<file path="src/rrm_pkg.sv">
// Purpose: Shared constants and types for the request/response mailbox
// Assumes: One clock, controller words and link bytes synchronous to clk
// Notes:   Bit positions are zero-based; status bit 16 is index 15
package rrm_pkg;

    // ==========================================================
    // Status word layout
    localparam int          STAT_W        = 16;
    localparam int          STAT_ACK_BIT  = 15;
    localparam int          STAT_UNDEF    = 14;
    localparam int          STAT_PRES_BIT = 13;
    localparam int          STAT_LEN_HI   = 12;
    localparam int          STAT_LEN_LO   = 8;
    localparam int          STAT_CMD_HI   = 7;
    localparam logic [15:0] STAT_RESET    = 16'h0000;

    // ==========================================================
    // Reply buffer geometry and request length limit
    localparam int          CTRL_WORDS    = 13;
    localparam int          POLL_WORDS    = 3;
    localparam logic [4:0]  CTRL_BYTES    = 5'h1a;
    localparam logic [4:0]  POLL_BYTES    = 5'h06;
    localparam logic [2:0]  REQ_MAX_BYTES = 3'h6;

    // ==========================================================
    // Link addressing, autobaud and broadcast
    localparam logic [3:0]  RANGE_D       = 4'hd;
    localparam logic [7:0]  ADDR_D_LO     = 8'hc4;
    localparam logic [7:0]  ADDR_D_HI     = 8'hd2;
    localparam logic [7:0]  FACTORY_ADDR  = 8'hc8;
    localparam int          FACTORY_BAUD  = 4800;
    localparam logic [1:0]  BAUD_LAST     = 2'h3;
    localparam logic [15:0] CMD_SET_BAUD  = 16'h00a1;
    localparam logic [15:0] CMD_SET_ADDR  = 16'h0049;
    localparam logic [15:0] BAUD_9600_VAL = 16'h2580;
    localparam logic [2:0]  BC_LAST_IDX   = 3'h3;

    // ==========================================================
    // Types
    typedef struct packed {
        logic       valid;
        logic [7:0] data;
        logic       last;
    } rrm_rx_t;

    typedef struct packed {
        logic       valid;
        logic [7:0] data;
        logic       broadcast;
    } rrm_tx_t;

    typedef enum logic [2:0] {
        S_IDLE   = 3'b000,
        S_REQ    = 3'b001,
        S_WAIT   = 3'b010,
        S_POST   = 3'b011,
        S_ACK    = 3'b100,
        S_BC     = 3'b101,
        S_BCDONE = 3'b110
    } rrm_state_t;

    typedef enum logic [1:0] {
        AB_OFF  = 2'b00,
        AB_POLL = 2'b01,
        AB_WAIT = 2'b10,
        AB_LOCK = 2'b11
    } rrm_ab_state_t;

endpackage : rrm_pkg

</file>
<file path="src/rrm_mailbox.sv">
// Purpose: Request/response mailbox between controller words and field link
// Assumes: Controller words and link bytes are synchronous to clk
// Notes:   Reset stands for power-up and restarts the autobaud search
//
// Contract
// A request is sent only on the send bit's rising edge.
// A request that needs an answer waits for the response before finishing.
// No-answer request: only acknowledge set, command, length and present cleared.
// Status word: ack, undefined, present, five-bit length, command byte.
// Status low byte holds the command from the latest response.
// Acknowledge set after sending, held while send bit stays set.
// Acknowledge cleared when the send bit clears.
// Present flag set on stored response, cleared for no-answer requests.
// Length reports bytes actually stored, not bytes received.
// Bytes beyond buffer capacity are dropped.
// Reply data starts at the word after the status word.
// Even byte in low half, odd byte in high half.
// Control mode buffer is thirteen words, bytes 0 to 25.
// Status-poll mode buffer is three words, bytes 0 to 5.
// A new field unit answers address 200 at 4800 baud.
// Range position D polls addresses 196 to 210.
// Baud is detected automatically and redone after every power-up.
// Broadcast is command word then parameter word; 161 baud, 73 address.
// Controller gives the baud parameter as plain binary.
// Trigger rise sends broadcast; done bit raised while trigger stays set.
// Controller clears the trigger before the next broadcast.
// Broadcasts go to every unit, regardless of address.
// Reply fields settle before acknowledge rises.
module rrm_mailbox
    import rrm_pkg::*;
(
    input  wire logic                        clk,
    input  wire logic                        rst_n,
    input  wire logic                        clk_en,
    input  wire logic                        send_bit,
    input  wire logic                        response_required,
    input  wire logic [7:0]                  request_cmd,
    input  wire logic [2:0]                  request_len,
    input  wire logic [5:0][7:0]             request_data,
    input  wire logic                        status_poll_mode,
    input  wire logic                        broadcast_trigger_bit,
    input  wire logic [15:0]                 broadcast_cmd,
    input  wire logic [15:0]                 broadcast_param,
    input  wire logic [3:0]                  range_select_switch,
    input  wire logic                        tx_ready,
    input  wire rrm_rx_t                     rx,
    input  wire logic                        rx_timeout,
    input  wire logic                        poll_ok,
    input  wire logic                        poll_fail,
    output logic      [15:0]                 reply_status_word,
    output logic      [CTRL_WORDS-1:0][15:0] controller_input_word,
    output logic                             broadcast_done_bit,
    output rrm_tx_t                          tx,
    output logic      [1:0]                  tx_baud_sel,
    output logic                             poll_req,
    output logic      [7:0]                  poll_addr
);

    // ==========================================================
    // State
    typedef struct packed {
        rrm_state_t  state;
        logic        send_prev;
        logic        trig_prev;
        logic        req_pend;
        logic        bc_pend;
        logic        need_rsp;
        logic        got_rsp;
        logic        first_rx;
        logic [7:0]  rsp_cmd;
        logic [2:0]  idx;
        logic [15:0] status;
        logic        bc_done;
        rrm_tx_t     tx;
    } rrm_st_t;

    rrm_st_t    st;
    rrm_st_t    next_st;
    logic       buf_clear;
    logic       buf_wr;
    logic [4:0] buf_count;
    logic       locked;
    logic [1:0] baud_sel;
    logic       tx_take;
    logic [2:0] req_len_eff;

    assign tx_take     = st.tx.valid && tx_ready;
    assign req_len_eff = (request_len > REQ_MAX_BYTES) ? REQ_MAX_BYTES : request_len;
    assign buf_wr      = (st.state == S_WAIT) && rx.valid && !st.first_rx;
    assign buf_clear   = (st.state == S_IDLE) && st.req_pend;

    // ==========================================================
    // Reply buffer and autobaud
    rrm_reply_buf u_buf (
        .clk       (clk),
        .rst_n     (rst_n),
        .clk_en    (clk_en),
        .clear     (buf_clear),
        .wr        (buf_wr),
        .wr_byte   (rx.data),
        .poll_mode (status_poll_mode),
        .words     (controller_input_word),
        .count     (buf_count)
    );

    rrm_autobaud u_ab (
        .clk                 (clk),
        .rst_n               (rst_n),
        .clk_en              (clk_en),
        .range_select_switch (range_select_switch),
        .poll_ok             (poll_ok),
        .poll_fail           (poll_fail),
        .poll_req            (poll_req),
        .poll_addr           (poll_addr),
        .baud_sel            (baud_sel),
        .locked              (locked)
    );

    // ==========================================================
    // Request and broadcast sequencing
    always_comb begin
        next_st           = st;
        next_st.send_prev = send_bit;
        next_st.trig_prev = broadcast_trigger_bit;
        if (send_bit && !st.send_prev) begin
            next_st.req_pend = 1'b1;
        end
        if (broadcast_trigger_bit && !st.trig_prev) begin
            next_st.bc_pend = 1'b1;
        end
        // Ack clears whenever the send bit is low, whatever the state
        if (!send_bit) begin
            next_st.status[STAT_ACK_BIT] = 1'b0;
        end
        // Done follows trigger; fresh rise needed for the next broadcast
        if (!broadcast_trigger_bit) begin
            next_st.bc_done = 1'b0;
        end
        if (tx_take) begin
            next_st.tx.valid = 1'b0;
        end
        unique case (st.state)
            S_IDLE: begin
                if (st.req_pend) begin
                    next_st.req_pend = send_bit && !st.send_prev;
                    next_st.need_rsp = response_required;
                    next_st.idx      = 3'h0;
                    next_st.tx       = '{valid: 1'b1, data: request_cmd, broadcast: 1'b0};
                    next_st.status[STAT_ACK_BIT] = 1'b0;
                    next_st.state    = S_REQ;
                end else if (st.bc_pend && locked) begin
                    next_st.bc_pend = broadcast_trigger_bit && !st.trig_prev;
                    next_st.idx     = 3'h0;
                    next_st.tx      = '{valid: 1'b1, data: broadcast_cmd[15:8], broadcast: 1'b1};
                    next_st.state   = S_BC;
                end
            end
            S_REQ: begin
                if (tx_take) begin
                    if (st.idx == req_len_eff) begin
                        next_st.first_rx = 1'b1;
                        next_st.got_rsp  = 1'b0;
                        next_st.state    = st.need_rsp ? S_WAIT : S_POST;
                    end else begin
                        next_st.idx      = st.idx + 3'h1;
                        next_st.tx.valid = 1'b1;
                        next_st.tx.data  = request_data[st.idx];
                    end
                end
            end
            S_WAIT: begin
                if (rx.valid) begin
                    next_st.first_rx = 1'b0;
                    if (st.first_rx) begin
                        next_st.rsp_cmd = rx.data;
                    end
                    if (rx.last) begin
                        next_st.got_rsp = 1'b1;
                        next_st.state   = S_POST;
                    end
                end else if (rx_timeout) begin
                    next_st.got_rsp = 1'b0;
                    next_st.state   = S_POST;
                end
            end
            S_POST: begin
                // Fields settle one cycle ahead of the acknowledge
                next_st.status[STAT_UNDEF] = 1'b0;
                if (st.got_rsp) begin
                    next_st.status[STAT_PRES_BIT]            = 1'b1;
                    next_st.status[STAT_LEN_HI:STAT_LEN_LO]  = buf_count;
                    next_st.status[STAT_CMD_HI:0]            = st.rsp_cmd;
                end else begin
                    next_st.status[STAT_PRES_BIT]            = 1'b0;
                    next_st.status[STAT_LEN_HI:STAT_LEN_LO]  = 5'h00;
                    next_st.status[STAT_CMD_HI:0]            = 8'h00;
                end
                next_st.state = S_ACK;
            end
            S_ACK: begin
                if (send_bit) begin
                    next_st.status[STAT_ACK_BIT] = 1'b1;
                end
                next_st.state = S_IDLE;
            end
            S_BC: begin
                if (tx_take) begin
                    if (st.idx == BC_LAST_IDX) begin
                        next_st.state = S_BCDONE;
                    end else begin
                        next_st.idx      = st.idx + 3'h1;
                        next_st.tx.valid = 1'b1;
                        unique case (st.idx)
                            3'h0:    next_st.tx.data = broadcast_cmd[7:0];
                            3'h1:    next_st.tx.data = broadcast_param[15:8];
                            default: next_st.tx.data = broadcast_param[7:0];
                        endcase
                    end
                end
            end
            S_BCDONE: begin
                if (broadcast_trigger_bit) begin
                    next_st.bc_done = 1'b1;
                end
                next_st.state = S_IDLE;
            end
            default: begin
                next_st.state = S_IDLE;
            end
        endcase
    end

    always_ff @(posedge clk or negedge rst_n) begin
        if (!rst_n) begin
            st        <= '0;
            st.status <= STAT_RESET;
        end else if (clk_en) begin
            st <= next_st;
        end
    end

    assign reply_status_word  = st.status;
    assign broadcast_done_bit = st.bc_done;
    assign tx                 = st.tx;
    assign tx_baud_sel        = baud_sel;

    // ==========================================================
    // Checks
    AST_RISE_ONLY: assert property (@(posedge clk) disable iff (!rst_n)
        (clk_en && !(send_bit && !st.send_prev)) |=> !$rose(st.req_pend))
        else $error("request started without a send edge");

    AST_WAIT_HOLD: assert property (@(posedge clk) disable iff (!rst_n)
        (clk_en && st.state == S_WAIT && !rx.valid && !rx_timeout) |=> st.state == S_WAIT)
        else $error("left response wait without response");

    AST_NORSP_CLEAR: assert property (@(posedge clk) disable iff (!rst_n)
        $rose(st.status[STAT_ACK_BIT]) && !st.need_rsp |-> st.status[13:0] == 14'h0000)
        else $error("no-answer request left reply fields set");

    AST_ACK_HOLD: assert property (@(posedge clk) disable iff (!rst_n)
        (clk_en && st.status[STAT_ACK_BIT] && send_bit) |=> st.status[STAT_ACK_BIT])
        else $error("acknowledge dropped while send held");

    AST_ACK_CLEAR: assert property (@(posedge clk) disable iff (!rst_n)
        (clk_en && !send_bit) |=> !st.status[STAT_ACK_BIT])
        else $error("acknowledge not cleared after send cleared");

    AST_PRES_LEN: assert property (@(posedge clk) disable iff (!rst_n)
        $rose(st.status[STAT_ACK_BIT]) && st.status[STAT_PRES_BIT] |->
        st.status[STAT_LEN_HI:STAT_LEN_LO] == buf_count)
        else $error("reply length differs from stored count");

    AST_ACK_AFTER_POST: assert property (@(posedge clk) disable iff (!rst_n)
        $rose(st.status[STAT_ACK_BIT]) |-> $past(st.state, 2) == S_POST)
        else $error("acknowledge rose before reply fields settled");

    AST_BC_DONE_DROP: assert property (@(posedge clk) disable iff (!rst_n)
        (clk_en && !broadcast_trigger_bit) |=> !st.bc_done)
        else $error("broadcast done held after trigger cleared");

    AST_BC_LOCKED: assert property (@(posedge clk) disable iff (!rst_n)
        (st.tx.valid && st.tx.broadcast) |-> locked)
        else $error("broadcast sent before baud lock");

    COV_ACK_RSP: cover property (@(posedge clk) disable iff (!rst_n)
        $rose(st.status[STAT_ACK_BIT]) && st.status[STAT_PRES_BIT]);

    COV_ACK_NORSP: cover property (@(posedge clk) disable iff (!rst_n)
        $rose(st.status[STAT_ACK_BIT]) && !st.status[STAT_PRES_BIT]);

    COV_BC_DONE: cover property (@(posedge clk) disable iff (!rst_n) $rose(st.bc_done));

    COV_TRUNC: cover property (@(posedge clk) disable iff (!rst_n)
        buf_wr && buf_count == (status_poll_mode ? POLL_BYTES : CTRL_BYTES));

endmodule : rrm_mailbox

</file>
<file path="src/rrm_reply_buf.sv">
// Purpose: Reply byte packing into controller input words
// Assumes: Writes arrive one byte per cycle at most
// Notes:   Excess bytes are dropped, count saturates at capacity
module rrm_reply_buf
    import rrm_pkg::*;
(
    input  wire logic                        clk,
    input  wire logic                        rst_n,
    input  wire logic                        clk_en,
    input  wire logic                        clear,
    input  wire logic                        wr,
    input  wire logic [7:0]                  wr_byte,
    input  wire logic                        poll_mode,
    output logic      [CTRL_WORDS-1:0][15:0] words,
    output logic      [4:0]                  count
);

    typedef struct packed {
        logic [CTRL_WORDS-1:0][15:0] words;
        logic [4:0]                  count;
    } rrm_buf_st_t;

    rrm_buf_st_t                 st;
    rrm_buf_st_t                 next_st;
    logic [CTRL_WORDS-1:0][15:0] word_new;
    logic [4:0]                  cap;
    logic                        room;

    assign cap  = poll_mode ? POLL_BYTES : CTRL_BYTES;
    assign room = (st.count < cap);

    // ==========================================================
    // Per-word packing, even byte low and odd byte high
    for (genvar i = 0; i < CTRL_WORDS; i++) begin : g_word
        always_comb begin
            word_new[i] = st.words[i];
            if (wr && room && (st.count[4:1] == 4'(i))) begin
                if (st.count[0]) begin
                    word_new[i][15:8] = wr_byte;
                end else begin
                    word_new[i][7:0] = wr_byte;
                end
            end
        end
    end

    always_comb begin
        next_st = st;
        if (clear) begin
            next_st = '0;
        end else if (wr && room) begin
            next_st.words = word_new;
            next_st.count = st.count + 5'h01;
        end
    end

    always_ff @(posedge clk or negedge rst_n) begin
        if (!rst_n) begin
            st <= '0;
        end else if (clk_en) begin
            st <= next_st;
        end
    end

    assign words = st.words;
    assign count = st.count;

    AST_BUF_CAP: assert property (@(posedge clk) disable iff (!rst_n)
        (clk_en && wr && !clear) |=> (st.count <= $past(cap)))
        else $error("reply count above buffer capacity");

endmodule : rrm_reply_buf

</file>
<file path="src/rrm_autobaud.sv">
// Purpose: Address range scan that locks onto the powered field unit
// Assumes: Link answers each poll with one ok or fail pulse
// Notes:   Only range position D scans; reset restarts the search
module rrm_autobaud
    import rrm_pkg::*;
(
    input  wire logic       clk,
    input  wire logic       rst_n,
    input  wire logic       clk_en,
    input  wire logic [3:0] range_select_switch,
    input  wire logic       poll_ok,
    input  wire logic       poll_fail,
    output logic            poll_req,
    output logic      [7:0] poll_addr,
    output logic      [1:0] baud_sel,
    output logic            locked
);

    typedef struct packed {
        rrm_ab_state_t state;
        logic          req;
        logic [7:0]    addr;
        logic [1:0]    baud;
    } rrm_ab_st_t;

    rrm_ab_st_t st;
    rrm_ab_st_t next_st;

    always_comb begin
        next_st     = st;
        next_st.req = 1'b0;
        unique case (st.state)
            AB_OFF: begin
                if (range_select_switch == RANGE_D) begin
                    next_st.state = AB_POLL;
                    next_st.addr  = ADDR_D_LO;
                end
            end
            AB_POLL: begin
                next_st.req   = 1'b1;
                next_st.state = AB_WAIT;
            end
            AB_WAIT: begin
                if (poll_ok) begin
                    next_st.state = AB_LOCK;
                end else if (poll_fail) begin
                    next_st.state = AB_POLL;
                    if (st.addr == ADDR_D_HI) begin
                        next_st.addr = ADDR_D_LO;
                        next_st.baud = st.baud + 2'h1;
                    end else begin
                        next_st.addr = st.addr + 8'h01;
                    end
                end
            end
            AB_LOCK: begin
                next_st.state = AB_LOCK;
            end
        endcase
        if (range_select_switch != RANGE_D && st.state != AB_LOCK) begin
            next_st.state = AB_OFF;
        end
    end

    always_ff @(posedge clk or negedge rst_n) begin
        if (!rst_n) begin
            st <= '{state: AB_OFF, req: 1'b0, addr: ADDR_D_LO, baud: 2'h0};
        end else if (clk_en) begin
            st <= next_st;
        end
    end

    assign poll_req  = st.req;
    assign poll_addr = st.addr;
    assign baud_sel  = st.baud;
    assign locked    = (st.state == AB_LOCK);

    AST_POLL_RANGE: assert property (@(posedge clk) disable iff (!rst_n)
        st.req |-> (st.addr >= ADDR_D_LO && st.addr <= ADDR_D_HI))
        else $error("poll address outside range D");

endmodule : rrm_autobaud

</file>
<file path="config.mk">
export PLATFORM = sky130hd
export DESIGN_NAME = rrm_mailbox
export DESIGN_NICKNAME = d
export VERILOG_FILES = /design/src/rrm_pkg.sv /design/src/rrm_mailbox.sv /design/src/rrm_reply_buf.sv /design/src/rrm_autobaud.sv
export SDC_FILE = /design/constraint.sdc
export NUM_CORES = 1
export LEC_CHECK = 0
export ABC_AREA = 0
export BUFFER_PORTS_ARGS = -buffer_cell sky130_fd_sc_hd__buf_2
export CORE_MARGIN = 3
export CORE_UTILIZATION = 40
export CTS_BUF_LIST = sky130_fd_sc_hd__clkbuf_2 sky130_fd_sc_hd__clkbuf_4 sky130_fd_sc_hd__clkbuf_8
export DETAILED_ROUTE_END_ITERATION = 8
export HOLD_SLACK_MARGIN = 0.1
export SLEW_MARGIN = 20
export SYNTH_ARGS = -nofsm -noshare
export SYNTH_HDL_FRONTEND = slang
export SYNTH_HIERARCHICAL = 1
export SYNTH_SLANG_ARGS = --single-unit
</file>
<file path="constraint.sdc">
create_clock -name clk -period 7.45 [get_ports clk]
set_input_delay 0.745 -clock clk [delete_from_list [all_inputs] [get_ports clk]]
set_output_delay 0.745 -clock clk [all_outputs]
set_load 0.02 [all_outputs]
</file>
==> metrics.txt <==
outcome=finished clean; area occupied by multi-input gates=between 7000 and 8000 um^2; FP Rows=70; flops & latches, synth=273; Setup crit start kind=flip-flop; slew margin rel.=between 20% and 30%; hold crit path type=input port to asynchronous set/reset pin; die area=between 40000 and 50000 um^2; Clock Tree Buf Depth=3; Worst Path Required=between 7 and 8 ns; synth top area cells=dfrtp_1 (44%), nand2_1 (4.8%), o221ai_1 (4.1%), a311o_1 (3.7%), nand4_1 (3.1%); root buffer cell=clkbuf_8; Via Count=14090; maximum vdd ir drop=~0.0002 V; Leak Pwr=7.792 nW; H-tree levels=2; placed cells=2320; yosys warns=6; simple-gate share of the synthesized area=22.34%; synth unique cells=between 80 and 90; Die Height=approximately 200 um; Nets=between 1500 and 2000; hold_buf cts=0; final setup fails=0; clock-pin slew on the worst setup and hold paths=roughly 0.060 ns; Fmax=between 0.2 and 0.3 GHz; Post-synth EDFFs=0; GRT Residual Overflow=0; Synth Cell Area=between 15000 and 20000 um^2; worst-margin pin slew=between 1 and 1.5 ns; Worst path slowest cell=nor2b_1; post-layout util=49.04%; count leader, synth=dfrtp_1; CTS tree=built; detailed placement HPWL=between 30 and 40 mm; Synth Instances=approximately 1600; clk_lat worst skew=about 0.61 ns; prevailing post-synth register cell=dfrtp_1; number of global-route vias before repair=approximately 14000; buffer and inverter count on the worst path=1; final non-filler cell total=approximately 2400; pin count of the biggest net entering global routing=between 150 and 200; Post-CTS Setup Bufs=0; most common library cells after synthesis=dfrtp_1 (270), nand2_1 (193), clkbuf_1 (97); Max Fanout on Critical Path=31; post-route ant nets=0; IO Count=362; first-pass GRT wire length=between 80 and 90 mm; drt pass-1 iters=5; Area after DPL=~17000 um^2; DR vias/cell=a little under 6; CP Data Arrival Time=4.24 ns; Hold Violations, Final=0; CP Cell Sequence=nand2_1 > nor3_1 > nor2b_1 > o2111a_1 > buf_4 > nand2_1 > a311o_1; main combinational cell family by area after synthesis=simple AND/OR/NAND/NOR gates; Pwr per Cell Area=just under 400 nW/um^2; delay-heaviest family, CP=simple AND/OR/NAND/NOR gates; ys async rst share=100.0%; syn nets=~1700; post-route minimum period=approximately 3.8 ns; DRC Markers=0; area leader, netlist=dfrtp_1; Crit. path cell count=7; GP Congestion=approximately 0.90; Initial Utilization=approximately two fifths; RSZ-0062 raised after global routing=false; Final Cycle Share=roughly half; clock skew=about 0.024 ns; Core Area=37050 um^2; layout cells sized above 1=between 20% and 30%; Compound-Gate Fraction of Synth Area=20.34%; Critical Path Source=st[46]$_DFFE_PN0P_; Max Transition Viols Final=0; Reg-to-Reg Start=st[46]$_DFFE_PN0P_; Synth Area in XOR/XNOR=less than 1%; Tot GR Track Use=between 20% and 30%; average wire per standard cell=between 20 and 25 um; critical path's largest stage delay=0.79 ns; clock sink count=between 200 and 300; # port buffers=360; initial antenna violation count=2; area share of fa/ha/maj cells after synthesis=less than 1%; Layout area overhead=19.13%; design area=about 18000 um^2; Max Cap Viol=0; chip width=201.3 um; CP endpoint kind=flip-flop; total negative slack=0 ns; Setup CP Type=flip-flop to flip-flop; Synth top area share=about 44%; First DRT Iteration DRCs=1267; post-cts sizing count=0; number of CTS-inserted buffers=between 50 and 60; Mean Syn Cell Area=about 9.5 um^2; Fill cells=3521; Total Wirelength=around 54 mm; Register Area=6837 um^2; mux contribution to synthesized area=approximately 3.4%; most used cell, CP=nand2_1; post-synthesis sequential area ratio=between 40% and 50%; cells on worst reg2reg path=7
[cells by family after synthesis]
| family | after synthesis |
|---|---|
| buffers and inverters | 265 |
| adders and majority gates | 10 |
| xor gates and xnor gates | 4 |
| DFF | 273 |
| and+or+nand+nor | 632 |
| muxes | 40 |
| other | 1 |
| AOI/OAI and AO/OA | 379 |
[final timing paths]
| kind | end | slack (ns) |
|---|---|---|
| worst min-delay path | u_ab/poll_addr[0]$_DFFE_PN0P_ | 0.17 |
| worst max register to register | u_buf/words[153]$_DFFE_PN0P_ | 3.69 |
| max in group asynchronous | u_buf/words[60]$_DFFE_PN0P_ | 5.84 |
| worst max-delay path | u_buf/words[153]$_DFFE_PN0P_ | 3.69 |
| worst min register to register | u_ab/baud_sel[1]$_DFFE_PN0P_ | 0.47 |
| min in group clk | st[43]$_DFFE_PN0P_ | 0.40 |
[layout make-up]
| type | instances | share of cell area (%) |
|---|---|---|
| multi-input combinational | 1066 | 40.03 |
| sequential | 273 | 37.63 |
| timing repair buffer | 388 | 11.21 |
| clock buffer | 85 | 5.510 |
| tap | 504 | 3.471 |
| inverter | 89 | 1.866 |
| clock inverter | 4 | 0.2479 |
| antenna | 2 | 0.02755 |
[per-layer routing]
| layer | global-route usage [%] | share of wire [%] | wire [um] |
|---|---|---|---|
| met2 | 38.91 | 46 | 24630 |
| met5 | 1.429 | 0.037 | 20 |
| met4 | 9.021 | 3.0 | 1612 |
| met3 | 5.921 | 7.9 | 4262 |
| met1 | 35.65 | 43 | 23160 |
[sequential cells by signal, indices dropped and copies added, names as in the netlist]
name                flops
u_ab/baud_sel           2
u_ab/poll_req           1
u_ab/st                 2
st                     21
tx                     10
u_buf/words           208
reply_status_word      15
u_buf/count             5
u_ab/poll_addr          8
broadcast_done_bit      1
[power by group]
group	switching [mW]	total, mW	internal [mW]
logic	2.03	3.12	1.09
clock network	0.657	1.53	0.872
registers	0.485	2.45	1.97
[layout by cell type, fill, tap and decap left out, drive strengths merged, types with 4 or more instances in the layout]
cell	instances
a21oi	25
a22o	9
a22oi	17
a311o	57
a32oi	8
and2	63
and3	4
buf	388
clkbuf	85
clkinv	4
dfrtp	270
ha	10
inv	88
mux2	13
mux2i	19
mux4	8
nand2	193
nand2b	65
nand3	91
nand4	75
nor2	19
nor2b	14
nor3	66
nor4	6
o2111ai	7
o211ai	54
o21ai	53
o221ai	71
o22ai	6
o311ai	44
or3	18
[per-stage QoR]
stage	setup slack, ns	hold slack [ns]	power [mW]
finish	3.687	0.1696	7.106
detailed placement	3.669	0.4551	5.584
CTS	3.658	0.2178	7.142
global placement	3.832	0.4554	5.513
global route	3.323	0.2429	7.562
floorplan	4.871	0.4429	4.522
No activity file was read; power rests on OpenSTA's default activity.
